--- src/design/rss_regs.svh ---
// constants and timing counts of the relay scan sequencer
// Functional notes
// RULE_01 - after relay closed and slot delay elapsed, emit ready pulse on external port
// RULE_02 - one settle delay per slot, 0 to 9.999 s, shared by its channels
// RULE_03 - scan list may be a consecutive range from start to end channel
// RULE_04 - scan list may be explicit channels stepped in listed order
// RULE_05 - channel address is slot times one hundred plus two-digit index
// RULE_06 - step trigger only, default; each trigger advances exactly one step
// RULE_07 - idle at list start, first trigger closes first listed channel
// RULE_08 - later triggers open current channel and close the next one
// RULE_09 - on final channel, next trigger completes, opens all, rewinds list
// RULE_10 - after completion a further trigger starts a new pass
// RULE_11 - ready pulse width programmable 0.001 to 0.100 s
// RULE_12 - next channel closing ends a ready pulse at once
// RULE_13 - abort stops scan and rewinds list to first entry
// RULE_14 - after any stop every channel relay is left open
// RULE_15 - while scanning reject setting changes and direct close commands
// RULE_16 - after abort or reset a scan input edge is a valid start
// RULE_17 - instrument runs external trigger, measures per pulse, returns measure_done
// RULE_18 - scan reset pulse stops scan, opens relays, rewinds list
// RULE_19 - ready pulse width defaults to five milliseconds
// RULE_20 - one millisecond tick from sys_clk counts delay and pulse width
// RULE_21 - scan input is rising-edge sensitive, one edge one trigger
`ifndef RSS_REGS_SVH
`define RSS_REGS_SVH
`define RSS_CLK_MHZ        250
`define RSS_TICK_MS        1
`define RSS_TICK_CYCLES    (`RSS_CLK_MHZ * 1000 * `RSS_TICK_MS)
`define RSS_DELAY_MAX_MS   9999
`define RSS_PULSE_MIN_MS   1
`define RSS_PULSE_MAX_MS   100
`define RSS_PULSE_DEF_MS   7'h05
`define RSS_CH_PER_SLOT    100
`endif

--- src/design/rss_pkg.sv ---
// types of the relay scan sequencer
package rss_pkg;
    typedef enum logic [2:0] {
        RSS_IDLE,
        RSS_CLOSE_WAIT,
        RSS_SETTLE,
        RSS_PULSE,
        RSS_HOLD
    } rss_state_t;
endpackage : rss_pkg

--- src/design/rss_list_mem.sv ---
// scan list storage with registered read data
`timescale 1ns/100ps
module rss_list_mem #(
    parameter int DEPTH = 64,
    parameter int AW    = 6,
    parameter int DW    = 11
) (
    // clock
    input  wire logic          sys_clk,
    // write
    input  wire logic          wr_en,
    input  wire logic [AW-1:0] wr_addr,
    input  wire logic [DW-1:0] wr_data,
    // read
    input  wire logic [AW-1:0] rd_addr,
    output logic      [DW-1:0] rd_data
);
    logic [DW-1:0] mem [DEPTH];

    always_ff @(posedge sys_clk) begin
        if (wr_en) begin
            mem[wr_addr] <= wr_data;
        end
    end

    always_ff @(posedge sys_clk) begin
        rd_data <= mem[rd_addr];
    end
endmodule : rss_list_mem

--- src/design/rss_tick_gen.sv ---
// one millisecond tick from the system clock
`timescale 1ns/100ps
`include "rss_regs.svh"
module rss_tick_gen #(
    parameter int TICK_CYCLES = `RSS_TICK_CYCLES
) (
    // clock and reset
    input  wire logic sys_clk,
    input  wire logic rst_sync_n,
    // tick
    output logic      tick_ms
);
    logic [31:0] cnt_ff;

    // free running so every ms count may be short by up to one tick
    always_ff @(posedge sys_clk or negedge rst_sync_n) begin
        if (!rst_sync_n) begin
            cnt_ff  <= 32'h0;
            tick_ms <= 1'b0;
        end else if (cnt_ff >= 32'(TICK_CYCLES - 1)) begin
            cnt_ff  <= 32'h0;
            tick_ms <= 1'b1; // RULE_20
        end else begin
            cnt_ff  <= cnt_ff + 32'h1;
            tick_ms <= 1'b0;
        end
    end
endmodule : rss_tick_gen

--- src/design/rss_scan_seq.sv ---
// relay scan sequencer top
`timescale 1ns/100ps
`include "rss_regs.svh"
module rss_scan_seq
    import rss_pkg::*;
#(
    parameter int TICK_CYCLES = `RSS_TICK_CYCLES,
    parameter int SLOTS       = 12,
    parameter int LIST_DEPTH  = 64,
    parameter int LAW         = 6
) (
    // clock and reset
    input  wire logic            sys_clk,
    input  wire logic            rst_n,
    // external io port
    input  wire logic            measure_done,
    input  wire logic            scan_reset,
    output logic                 ready_pulse,
    // host commands
    input  wire logic            trig_cmd,
    input  wire logic            abort_cmd,
    input  wire logic            range_load,
    input  wire logic [10:0]     range_start,
    input  wire logic [10:0]     range_end,
    input  wire logic            list_clear,
    input  wire logic            list_append,
    input  wire logic [10:0]     list_chan,
    input  wire logic            delay_wr,
    input  wire logic [3:0]      delay_slot,
    input  wire logic [13:0]     delay_ms,
    input  wire logic            pulse_wr,
    input  wire logic [6:0]      pulse_ms,
    input  wire logic            close_cmd,
    input  wire logic            cfg_cmd,
    output logic                 cmd_reject,
    // relay drive
    output logic                 relay_close,
    output logic [10:0]          relay_chan,
    input  wire logic            relay_closed,
    // status
    output logic                 scan_active,
    output logic [LAW:0]         list_len
);
    // ----------------------------------------------------------
    // reset release
    // ----------------------------------------------------------
    logic rst_meta_ff;
    logic rst_sync_n;
    always_ff @(posedge sys_clk or negedge rst_n) begin
        if (!rst_n) begin
            rst_meta_ff <= 1'b0;
            rst_sync_n  <= 1'b0;
        end else begin
            rst_meta_ff <= 1'b1;
            rst_sync_n  <= rst_meta_ff;
        end
    end

    logic tick_ms;
    rss_tick_gen #(.TICK_CYCLES(TICK_CYCLES)) u_tick (
        .sys_clk    (sys_clk),
        .rst_sync_n (rst_sync_n),
        .tick_ms    (tick_ms)
    );

    // ----------------------------------------------------------
    // trigger detection
    // ----------------------------------------------------------
    logic done_meta_ff;
    logic done_sync_ff;
    logic done_prev_ff;
    always_ff @(posedge sys_clk or negedge rst_sync_n) begin
        if (!rst_sync_n) begin
            done_meta_ff <= 1'b0;
            done_sync_ff <= 1'b0;
            done_prev_ff <= 1'b0;
        end else begin
            done_meta_ff <= measure_done;
            done_sync_ff <= done_meta_ff;
            done_prev_ff <= done_sync_ff;
        end
    end
    logic done_rise;
    logic trig;
    logic stop_req;
    assign done_rise = done_sync_ff & ~done_prev_ff; // RULE_21
    assign trig      = done_rise | trig_cmd; // RULE_06 RULE_16
    assign stop_req  = abort_cmd | scan_reset;

    // ----------------------------------------------------------
    // configuration
    // ----------------------------------------------------------
    rss_state_t    state_ff;
    logic [13:0]   slot_delay_ff [SLOTS];
    logic [6:0]    pulse_w_ff;
    logic          busy;
    assign busy        = (state_ff != RSS_IDLE);
    assign scan_active = busy;
    assign cmd_reject  = busy & (cfg_cmd | close_cmd | delay_wr | pulse_wr | range_load
                                 | list_clear | list_append); // RULE_15

    genvar gs;
    generate
        for (gs = 0; gs < SLOTS; gs++) begin : g_slot
            always_ff @(posedge sys_clk or negedge rst_sync_n) begin
                if (!rst_sync_n) begin
                    slot_delay_ff[gs] <= 14'h0;
                end else if (!busy && delay_wr && delay_slot == 4'(gs + 1)
                             && delay_ms <= 14'(`RSS_DELAY_MAX_MS)) begin
                    slot_delay_ff[gs] <= delay_ms; // RULE_02
                end
            end
        end
    endgenerate

    always_ff @(posedge sys_clk or negedge rst_sync_n) begin
        if (!rst_sync_n) begin
            pulse_w_ff <= `RSS_PULSE_DEF_MS; // RULE_19
        end else if (!busy && pulse_wr && pulse_ms >= 7'(`RSS_PULSE_MIN_MS)
                     && pulse_ms <= 7'(`RSS_PULSE_MAX_MS)) begin
            pulse_w_ff <= pulse_ms; // RULE_11
        end
    end

    // ----------------------------------------------------------
    // scan list
    // ----------------------------------------------------------
    // ranges expand one entry per cycle into the list memory
    logic          fill_ff;
    logic [10:0]   fill_ch_ff;
    logic [10:0]   fill_end_ff;
    logic [LAW:0]  len_ff;
    logic [LAW-1:0] pos_ff;
    logic          wr_en;
    logic [10:0]   wr_data;
    logic [10:0]   list_rd;
    logic          len_full;
    assign len_full = (len_ff == (LAW+1)'(LIST_DEPTH));
    assign wr_en    = !len_full && (fill_ff || (!busy && list_append));
    assign wr_data  = fill_ff ? fill_ch_ff : list_chan;
    assign list_len = len_ff;

    function automatic logic [10:0] next_chan(input logic [10:0] ch);
        logic [10:0] n;
        n = ch + 11'h1;
        if (n % 11'(`RSS_CH_PER_SLOT) == 11'h0) begin
            n = n + 11'h1; // RULE_05
        end
        return n;
    endfunction : next_chan

    always_ff @(posedge sys_clk or negedge rst_sync_n) begin
        if (!rst_sync_n) begin
            fill_ff     <= 1'b0;
            fill_ch_ff  <= 11'h0;
            fill_end_ff <= 11'h0;
            len_ff      <= '0;
        end else if (!busy && (range_load || list_clear)) begin
            fill_ff     <= range_load; // RULE_03
            fill_ch_ff  <= range_start;
            fill_end_ff <= range_end;
            len_ff      <= '0;
        end else if (wr_en) begin
            len_ff <= len_ff + (LAW+1)'(1); // RULE_04
            if (fill_ff) begin
                fill_ff    <= (fill_ch_ff < fill_end_ff);
                fill_ch_ff <= next_chan(fill_ch_ff);
            end
        end else if (len_full) begin
            fill_ff <= 1'b0;
        end
    end

    rss_list_mem #(.DEPTH(LIST_DEPTH), .AW(LAW), .DW(11)) u_list (
        .sys_clk (sys_clk),
        .wr_en   (wr_en),
        .wr_addr (len_ff[LAW-1:0]),
        .wr_data (wr_data),
        .rd_addr (pos_ff),
        .rd_data (list_rd)
    );

    // ----------------------------------------------------------
    // sequencer
    // ----------------------------------------------------------
    logic [13:0] tick_cnt_ff;
    logic [13:0] cur_delay;
    logic [3:0]  cur_slot;
    logic        last_pos;
    assign cur_slot  = 4'(list_rd / 11'(`RSS_CH_PER_SLOT));
    assign cur_delay = (cur_slot >= 4'h1 && cur_slot <= 4'(SLOTS))
                       ? slot_delay_ff[cur_slot - 4'h1] : 14'h0;
    assign last_pos  = ((LAW+1)'(pos_ff) + (LAW+1)'(1) >= len_ff);

    // next channel is taken from registered list data two cycles after pos moves
    logic step_ff;
    always_ff @(posedge sys_clk or negedge rst_sync_n) begin
        if (!rst_sync_n) begin
            step_ff <= 1'b0;
        end else begin
            step_ff <= (state_ff == RSS_CLOSE_WAIT) && !relay_close && !stop_req;
        end
    end

    always_ff @(posedge sys_clk or negedge rst_sync_n) begin
        if (!rst_sync_n) begin
            state_ff    <= RSS_IDLE;
            pos_ff      <= '0;
            relay_close <= 1'b0;
            relay_chan  <= 11'h0;
            ready_pulse <= 1'b0;
            tick_cnt_ff <= 14'h0;
        end else if (stop_req) begin
            state_ff    <= RSS_IDLE; // RULE_13 RULE_18
            pos_ff      <= '0;
            relay_close <= 1'b0; // RULE_14
            ready_pulse <= 1'b0;
        end else begin
            unique case (state_ff)
                RSS_IDLE: begin
                    if (trig && len_ff != '0 && !fill_ff) begin
                        relay_chan  <= list_rd; // RULE_07 RULE_10
                        relay_close <= 1'b1;
                        state_ff    <= RSS_CLOSE_WAIT;
                    end
                end
                RSS_CLOSE_WAIT: begin
                    // a stale closed indication of the old channel is not taken
                    if (!relay_close && step_ff) begin
                        relay_chan  <= list_rd; // RULE_08
                        relay_close <= 1'b1;
                    end else if (relay_close && relay_closed) begin
                        tick_cnt_ff <= 14'h0; // RULE_20
                        state_ff    <= RSS_SETTLE;
                    end
                end
                RSS_SETTLE: begin
                    // one tick over the delay, so a free running tick never cuts it short
                    if (cur_delay == 14'h0 || tick_cnt_ff > cur_delay) begin
                        ready_pulse <= 1'b1; // RULE_01
                        tick_cnt_ff <= 14'h0;
                        state_ff    <= RSS_PULSE;
                    end else if (tick_ms) begin
                        tick_cnt_ff <= tick_cnt_ff + 14'h1;
                    end
                end
                RSS_PULSE, RSS_HOLD: begin
                    if (state_ff == RSS_PULSE && tick_ms) begin
                        tick_cnt_ff <= tick_cnt_ff + 14'h1;
                        if (tick_cnt_ff + 14'h1 >= 14'(pulse_w_ff)) begin
                            ready_pulse <= 1'b0; // RULE_11
                            state_ff    <= RSS_HOLD;
                        end
                    end
                    if (trig) begin
                        ready_pulse <= 1'b0; // RULE_12
                        if (last_pos) begin
                            relay_close <= 1'b0; // RULE_09
                            pos_ff      <= '0;
                            state_ff    <= RSS_IDLE;
                        end else begin
                            pos_ff      <= pos_ff + LAW'(1); // RULE_08
                            relay_close <= 1'b0;
                            state_ff    <= RSS_CLOSE_WAIT;
                        end
                    end
                end
            endcase
        end
    end


    // ----------------------------------------------------------
    // checks
    // ----------------------------------------------------------
    AST_STOP_OPENS: assert property (@(posedge sys_clk) disable iff (!rst_sync_n)
        stop_req |=> !relay_close && !ready_pulse && state_ff == RSS_IDLE) // RULE_14
        else $error("stop did not open relays");
    AST_REJECT: assert property (@(posedge sys_clk) disable iff (!rst_sync_n)
        busy && (close_cmd || pulse_wr) |-> cmd_reject ##1 pulse_w_ff == $past(pulse_w_ff)) // RULE_15
        else $error("close command not rejected while scanning");
    AST_PULSE_END: assert property (@(posedge sys_clk) disable iff (!rst_sync_n)
        ready_pulse && trig && !stop_req |=> !ready_pulse) // RULE_12
        else $error("ready pulse survived next step");
    AST_PULSE_ONLY_SETTLED: assert property (@(posedge sys_clk) disable iff (!rst_sync_n)
        $rose(ready_pulse) |-> $past(state_ff) == RSS_SETTLE && relay_close) // RULE_01
        else $error("ready pulse without settled relay");
    AST_DEF_WIDTH: assert property (@(posedge sys_clk)
        $rose(rst_sync_n) |-> pulse_w_ff == 7'h05) // RULE_19
        else $error("pulse width default wrong");
    AST_WIDTH_RANGE: assert property (@(posedge sys_clk) disable iff (!rst_sync_n)
        pulse_w_ff >= 7'h01 && pulse_w_ff <= 7'h64) // RULE_11
        else $error("pulse width out of range");
    AST_RANGE_STEP: assert property (@(posedge sys_clk) disable iff (!rst_sync_n)
        wr_en && fill_ff |=> fill_ch_ff != $past(fill_ch_ff)) // RULE_03
        else $error("range fill stalled");
    AST_EDGE_ONE: assert property (@(posedge sys_clk) disable iff (!rst_sync_n)
        done_rise && !stop_req && (state_ff == RSS_PULSE || state_ff == RSS_HOLD) && !last_pos
        |=> pos_ff == $past(pos_ff) + LAW'(1)) // RULE_21
        else $error("edge counted twice");
    COV_START: cover property (@(posedge sys_clk) state_ff == RSS_IDLE && trig && len_ff != '0);
    COV_PULSE: cover property (@(posedge sys_clk) $rose(ready_pulse));
    COV_WRAP: cover property (@(posedge sys_clk) state_ff == RSS_HOLD && trig && last_pos);
    COV_ABORT: cover property (@(posedge sys_clk) busy && abort_cmd);
endmodule : rss_scan_seq

--- config.mk ---
export PLATFORM = sky130hd
export DESIGN_NAME = rss_scan_seq
export DESIGN_NICKNAME = d
export VERILOG_FILES = /design/src/design/rss_pkg.sv /design/src/design/rss_list_mem.sv /design/src/design/rss_tick_gen.sv /design/src/design/rss_scan_seq.sv
export VERILOG_INCLUDE_DIRS = /design/src /design/src/design
export SDC_FILE = /design/constraint.sdc
export NUM_CORES = 1
export LEC_CHECK = 0
export BUFFER_PORTS_ARGS = -buffer_cell sky130_fd_sc_hd__buf_4
export CAP_MARGIN = 10
export CORE_MARGIN = 4
export CORE_UTILIZATION = 55
export CTS_BUF_LIST = sky130_fd_sc_hd__clkbuf_2
export CTS_CLUSTER_SIZE = 16
export DETAILED_ROUTE_END_ITERATION = 10
export PLACE_DENSITY_LB_ADDON = 0.08
export SLEW_MARGIN = 20
export SYNTH_ARGS = -nofsm -noshare
export SYNTH_HDL_FRONTEND = slang
export SYNTH_SLANG_ARGS = --single-unit
--- constraint.sdc ---
create_clock -name sys_clk -period 20.1 [get_ports sys_clk]
set_clock_uncertainty 0.2 [all_clocks]
set_input_delay 1.005 -clock sys_clk [delete_from_list [all_inputs] [get_ports sys_clk]]
set_output_delay 1.005 -clock sys_clk [all_outputs]
set_load 0.005 [all_outputs]
; After elaboration in Yosys (flattened, before gate mapping)
; Memories as Yosys holds them, arrays and structs flattened. A register that Yosys moved wholly into a read port is not among the register bits.
; Index checks and enable logic that the tools add are counted.
[op_classes]
n_lt_le_gt_ge = 11
div_mod_pow = 2
reduce_logical = 69
n_addsub = 8
n_mux = 53
n_eq_ne = 31
bitwise = 13
[op_table]
columns = op, n
row1 = $mux W14, 8
row2 = $mux W11, 7
row3 = $bmux W14 S4, 1
row4 = $pmux W14 S3, 1
row5 = $logic_and A1 B1 Y1, 39
row6 = $add A32 B1 Y32 const B, 1
row7 = $ge A32 B18 Y1 const B, 1
row8 = $mux W32, 1
row9 = $mux W3, 8
row10 = $mux W6, 4
row11 = $add A11 B1 Y11 const B, 2
row12 = $pmux W11 S2, 1
row13 = $eq A4 B4 Y1 const B, 5
row14 = $mux W1, 17
row15 = $eq A4 B3 Y1 const B, 4
row16 = $add A14 B1 Y14 const B, 1
row17 = $ge A14 B7 Y1, 1
row18 = $gt A14 B14 Y1, 1
row19 = $le A14 B14 Y1 const B, 1
row20 = $logic_not A14 Y1, 1
row21 = $mux W7, 2
row22 = $ne A3 B3 Y1 const B, 4
row23 = $pmux W3 S4, 1
row24 = $reduce_and A4 Y1, 3
row25 = 40 further kinds, 72
[word_totals]
mem_count = 1
ram_bits = 704
register_bits = 280
inputBits = 72
wordCells = 219
out_inout_bits = 22
[memory_table]
columns = memory, depth, word_bits, read_ports, rd_ports_with_merged_regs, write_ports, line
row1 = u_list.mem, 64, 11, 1, 1, 1, rss_list_mem.sv:18  ; logic [DW-1:0] mem [DEPTH];

; Depth between registers and ports, before layout
[depth]
ltp_word = 12
depth_mapped = 38
mapped_depth_nobuf = 32

; Hierarchy
; A second synthesis with hierarchy kept.
[hier_totals]
hier_cells = 2764
area_unflattened_um2 = 43593.1
[modules_own_cells]
columns = module, cells_each, area_each_um2, instances
row1 = rss_list_mem, 1279, 27486.4, 1
row2 = rss_scan_seq, 1371, 14745.4, 1
row3 = rss_tick_gen, 114, 1361.3, 1

; Worst setup path after synthesis
; No wires, ideal clock.
[synth_timing]
path_type = reg2reg
start = register u_list.rd_data[6] (read register of u_list.mem)
end = register tick_cnt_ff[6]
t_arrival_ns = 7.370
path_stages_with_launch = 36
n_path_buf = 8
path_slack_ns = 12.452
setup_ns = 0.078
path_cell_list = dfxtp_1 > buf_2 > nor2_1 > mux2_2 > a221o_2 > o21ai_1 > nand2_1 > o32a_4 > nand2_4 > o21ai_4 > buf_6 > ha_1 > clkbuf_1 > clkbuf_1 > clkbuf_1 > clkbuf_1 > clkbuf_1 > mux4_2 > nand2_1 > o21ai_0 > nand2_1 > ha_1 > nor2b_1 > o21ai_0 > nand2b_1 > a21oi_1 > nor2b_1 > o21ai_0 > nand2b_1 > a221oi_1 > a41oi_1 > or3_1 > a2bb2oi_1 > clkbuf_1 > a22oi_1 > o2bb2ai_1
[synth_between]
elab_chain_len = 11
elab_cells_between_ends = 17
cone_classes = add/sub: 1 / div: 1 / order compare: 3 / eq/ne: 1 / mux: 6 / bitwise: 1 / reduce/logical: 4
[synth_rtl]
columns = item, line
row1 = start: declaration, rss_list_mem.sv:16  ; output logic [DW-1:0] rd_data
row2 = $div A11 B7 Y11 (*), rss_scan_seq.sv:190  ; assign cur_slot = 4'(list_rd / 11'(`RSS_CH_PER_SLOT));
row3 = $sub A4 B1 Y4, rss_scan_seq.sv:192  ; ? slot_delay_ff[cur_slot - 4'h1] : 14'h0;
row4 = $not A4 Y5 (not written as such), rss_scan_seq.sv:192
row5 = $bmux W14 S4, rss_scan_seq.sv:192
row6 = $mux W14 (not written as such) (2 in a row), rss_scan_seq.sv:192
row7 = $mux W14 (*), rss_scan_seq.sv:192
row8 = $gt A14 B14 Y1 / $logic_not A14 Y1 (equally long branches), rss_scan_seq.sv:239  ; if (cur_delay == 14'h0 || tick_cnt_ff > cur_delay) begin
row9 = $logic_or A1 B1 Y1 (*), rss_scan_seq.sv:239
row10 = $ne A3 B2 Y1 (no source line) / $mux W14 (equally long branches), --
row11 = $reduce_and A6 Y1 (no source line) / $pmux W14 S3 (equally long branches), --
row12 = end signal: assignment, rss_scan_seq.sv:244  ; tick_cnt_ff <= tick_cnt_ff + 14'h1;
row13 = end signal: assignment, rss_scan_seq.sv:249  ; tick_cnt_ff <= tick_cnt_ff + 14'h1;
row14 = end: declaration, rss_scan_seq.sv:186  ; logic [13:0] tick_cnt_ff;
; Mark *: on every way between the ends. The rest lies on a longest branch, timed or not. The select of a mux whose other input is x is not followed.
; A chain may end at the register's enable or synchronous reset.

; Worst setup path after layout
[layout_timing]
start = register u_list.rd_data[10] (read register of u_list.mem)
end = register tick_cnt_ff[0]
; The elaborated chain is that of the path after synthesis.

==> reports/qor.csv <==
stage;metric;value;unit
floorplan;floorplan.initialDensity;55.4;%
routing;post-route-drc-count;0;
logic_synthesis;ys_ff_latch;995;
logic_synthesis;avgSynthCellArea;15.7;sq um
logic_synthesis;ys_async_sr_fraction;28.1;%
timing;max_freq;100;MHz
global_route;number_of_antenna_violations_at_the_first_check_in_global_routing;2;
logic_synthesis;synth_xor_area_share;1.02;%
logic_synthesis;yosys.area_share.simple;8.06;%
logic_synthesis;yosys_most_used_dff;edfxtp_1;
cells_and_area;final_layout_size_suffix_gt1_share;31.0;%
setup_path;r2r_start;u_list.rd_data[10];
cts;max-clock-path-buffers;3;
cts;tritoncts;built;
setup_path;slowest_delay;1010;ps
global_route;globalRouteOverflowTotal;0;
floorplan;floorplan.core_area;80500;sq um
cells_and_area;instances_no_fill;4486;
setup_path;worst-r2r-cell-count;31;
global_route;grt_pass1_wl;176000;um
flow_run;max_cap_viol;0;
cts;cts-resized-gates;0;
logic_synthesis;synth_area;44700;sq um
place;globalplace.congestion;0.885;
timing;finalWorstSetupSlack;10150;ps
cts;tritoncts.num_buffers;240;
logic_synthesis;synth_edf_count;704;
cells_and_area;area_growth_syn_to_layout;12.7;%
logic_synthesis;ys_seq_area_share;63.5;%
setup_path;arrival;11190;ps
setup_path;crit_path_top_delay_cell;dfxtp_1;
logic_synthesis;ys_warn_count;0;
timing;max-slew-margin-rel;24.8;%
logic_synthesis;synth-compound-area-share;5.61;%
floorplan;io_pins;94;
routing;detail-route-antenna-nets;0;
cells_and_area;layout.cells.most_common_list;edfxtp_1 (704), clkbuf_2 (364), dfrtp_1 (273);
place;place_ws;10280;ps
routing;vias_per_cell;6.24;
run_status;run_status;finished clean;
cts;htree_levels;4;
setup_path;crit_path_end_kind;flip-flop;
min_path;hold_path.class;flip-flop to flip-flop;
setup_path;cp-endpoint;tick_cnt_ff[0];
global_route;grt_start_max_net_pins;151;
cts;clockRootBuffer;clkbuf_2;
logic_synthesis;instance_count_of_the_mapped_netlist;2846;
place;place_inst;3885;
cells_and_area;finalNetCount;3337;
timing;finalSetupTns;0;ps
timing;grt_setup_unrepaired;false;
routing;vias;28005;
place;i_o_buffers;93;
logic_synthesis;yosys.cell_types.count;118;
routing;drt_pre_antenna_iters;8;
logic_synthesis;synth.mux.area_fraction;18.2;%
setup_path;critPathKind;flip-flop to flip-flop;
timing;period_share;49.5;%
timing;final-hold-violation-count;0;
floorplan;die_ar;85800;sq um
setup_path;critical_path.startpoint;u_list.rd_data[10];
setup_path;cp-start-kind;flip-flop;
floorplan;dieHeight;293;um
timing;final-setup-viol-count;0;
floorplan;dieWidth;293;um
routing;drt_first_iter_violations;2867;
timing;measured_slew_at_the_worst_slew_check_pin;1120;ps
routing;routed_wl;116000;um
logic_synthesis;post_synth_fa_ha_maj_area_fraction;1.40;%
timing;drv_slew;0;
place;dp_hpwl;70500;um
cts;clk_pin_slew_worst_paths;90;ps
routing;routedWlPerCell;25.9;um
cts;worst_skew_pair.late_latency;1610;ps
setup_path;crit-reg2reg-capture;tick_cnt_ff[0];
min_path;timing.hold.worst_path_depth;0;
cells_and_area;layout.cells.most_common;edfxtp_1;
setup_path;worstPathMaxFanout;37;
floorplan;placementRows;104;
global_route;grt_util_all_layers;27.3;%
cells_and_area;filler_cell_count;6000;
logic_synthesis;synth_top_family_by_area;multiplexers;
setup_path;slack_of_the_worst_reg_to_reg_path;10150;ps
setup_path;crit_required;21340;ps
timing;finalWorstPathRequiredPeriod;9950;ps
global_route;first_global_vias;28561;
cts;tritoncts_num_sinks;995;
-- synth_stat cells (13+ instances only) --
library cell	count	area, sq um
edfxtp_1	704	21100
dfrtp_1	278	6960
mux4_2	255	5740
nor2_1	197	739
mux2_2	194	2180
nand2_1	122	458
clkbuf_1	109	409
nor3_1	85	425
o21ai_0	68	340
nand3_1	62	310
nor4_1	60	375
a21oi_1	59	295
inv_1	53	199
ha_1	49	613
xnor2_1	36	315
buf_1	29	109
nand2b_1	27	169
nand4_1	27	169
or3_1	26	163
buf_2	25	125
a31oi_1	16	100
xor2_1	16	140
and3_1	15	93.8
mux2i_1	15	150
nor2b_1	15	93.8
o211ai_1	13	97.6
-- through the flow --
step | util (%) | hold slack, ps | cell area [sq um]
after floorplan | - | 131 | 44700
after global placement | 57.7 | -39.5 | 46400
after detailed placement | 57.7 | -35.8 | 46400
after CTS | 62.4 | 3.97 | 50200
after global routing | 62.5 | 64.5 | 50300
final | 62.5 | 159 | 50300
-- sequential cells by signal, indices dropped and copies added (netlist names), 6 cells and up --
signal / cells
pulse_w_ff: 7
u_list.rd_data: 11
relay_chan: 11
fill_ch_ff: 11
pos_ff: 6
u_tick.cnt_ff: 32
tick_cnt_ff: 14
fill_end_ff: 11
slot_delay_ff: 168
u_list.mem: 704
list_len: 7
-- routing by layer --
layer  vias up  track usage (%)  share of wire [%]
li1      12177                -                  -
met1     14377             36.5                 40
met2      1208             44.8                 50
met3       243             5.13                6.7
met4         0             10.7                3.4
met5         -                0                  0
-- critical path, delay by kind of cell (launching register included) --
family / cells / cell delay (ps)
simple gates: 9 / 1870
buf+inv: 2 / 390
flops: 1 / 1010
fa+ha+maj: 2 / 640
mux: 1 / 250
compound gates: 16 / 4740
xor+xnor: 1 / 750
-- cell families (layout without fill, tap and decap cells) --
group                      after synthesis  after routing
AOI/OAI and AO/OA                      343            343
xor gates and xnor gates                52             52
adders and majority gates               50             50
buffers and inverters                  230            791
DFF                                    995            995
muxes                                  467            467
other                                    2             21
and+or+nand+nor                        707            707
-- what timing repair did --
item / in CTS / in global routing
buffers inserted: 0 / 0
setup endpoints to repair: 0 / 0
endpoints found under the hold margin: 234 / 0
hold buffers: 149 / 0
-- how the worst min path moves through the flow --
stage / start / endpoint / slack [ps]
global placement: rst_sync_n / u_tick.cnt_ff[2] / -40
detailed placement: rst_sync_n / u_tick.cnt_ff[1] / -40
CTS: delay_ms[10] / slot_delay_ff[94] / 4
global route: delay_ms[8] / slot_delay_ff[78] / 60
floorplan: done_meta_ff / done_sync_ff / 130
finish: rst_meta_ff / rst_sync_n / 160
-- layout make-up --
class	count	area, sq um	share of cell area, %
Tap cell	1060	1330	2.64
Timing Repair Buffer	289	2570	5.10
Antenna cell	6	15.0	0.0298
Clock buffer	364	1820	3.62
Multi-Input combinational cell	1634	15500	30.8
Clock inverter	82	480	0.955
Inverter	56	210	0.418
Sequential cell	995	28400	56.4
Power is left out: the tool's default activity adds up to more than one toggle a clock period on the data nets, which glitch-free logic cannot reach.
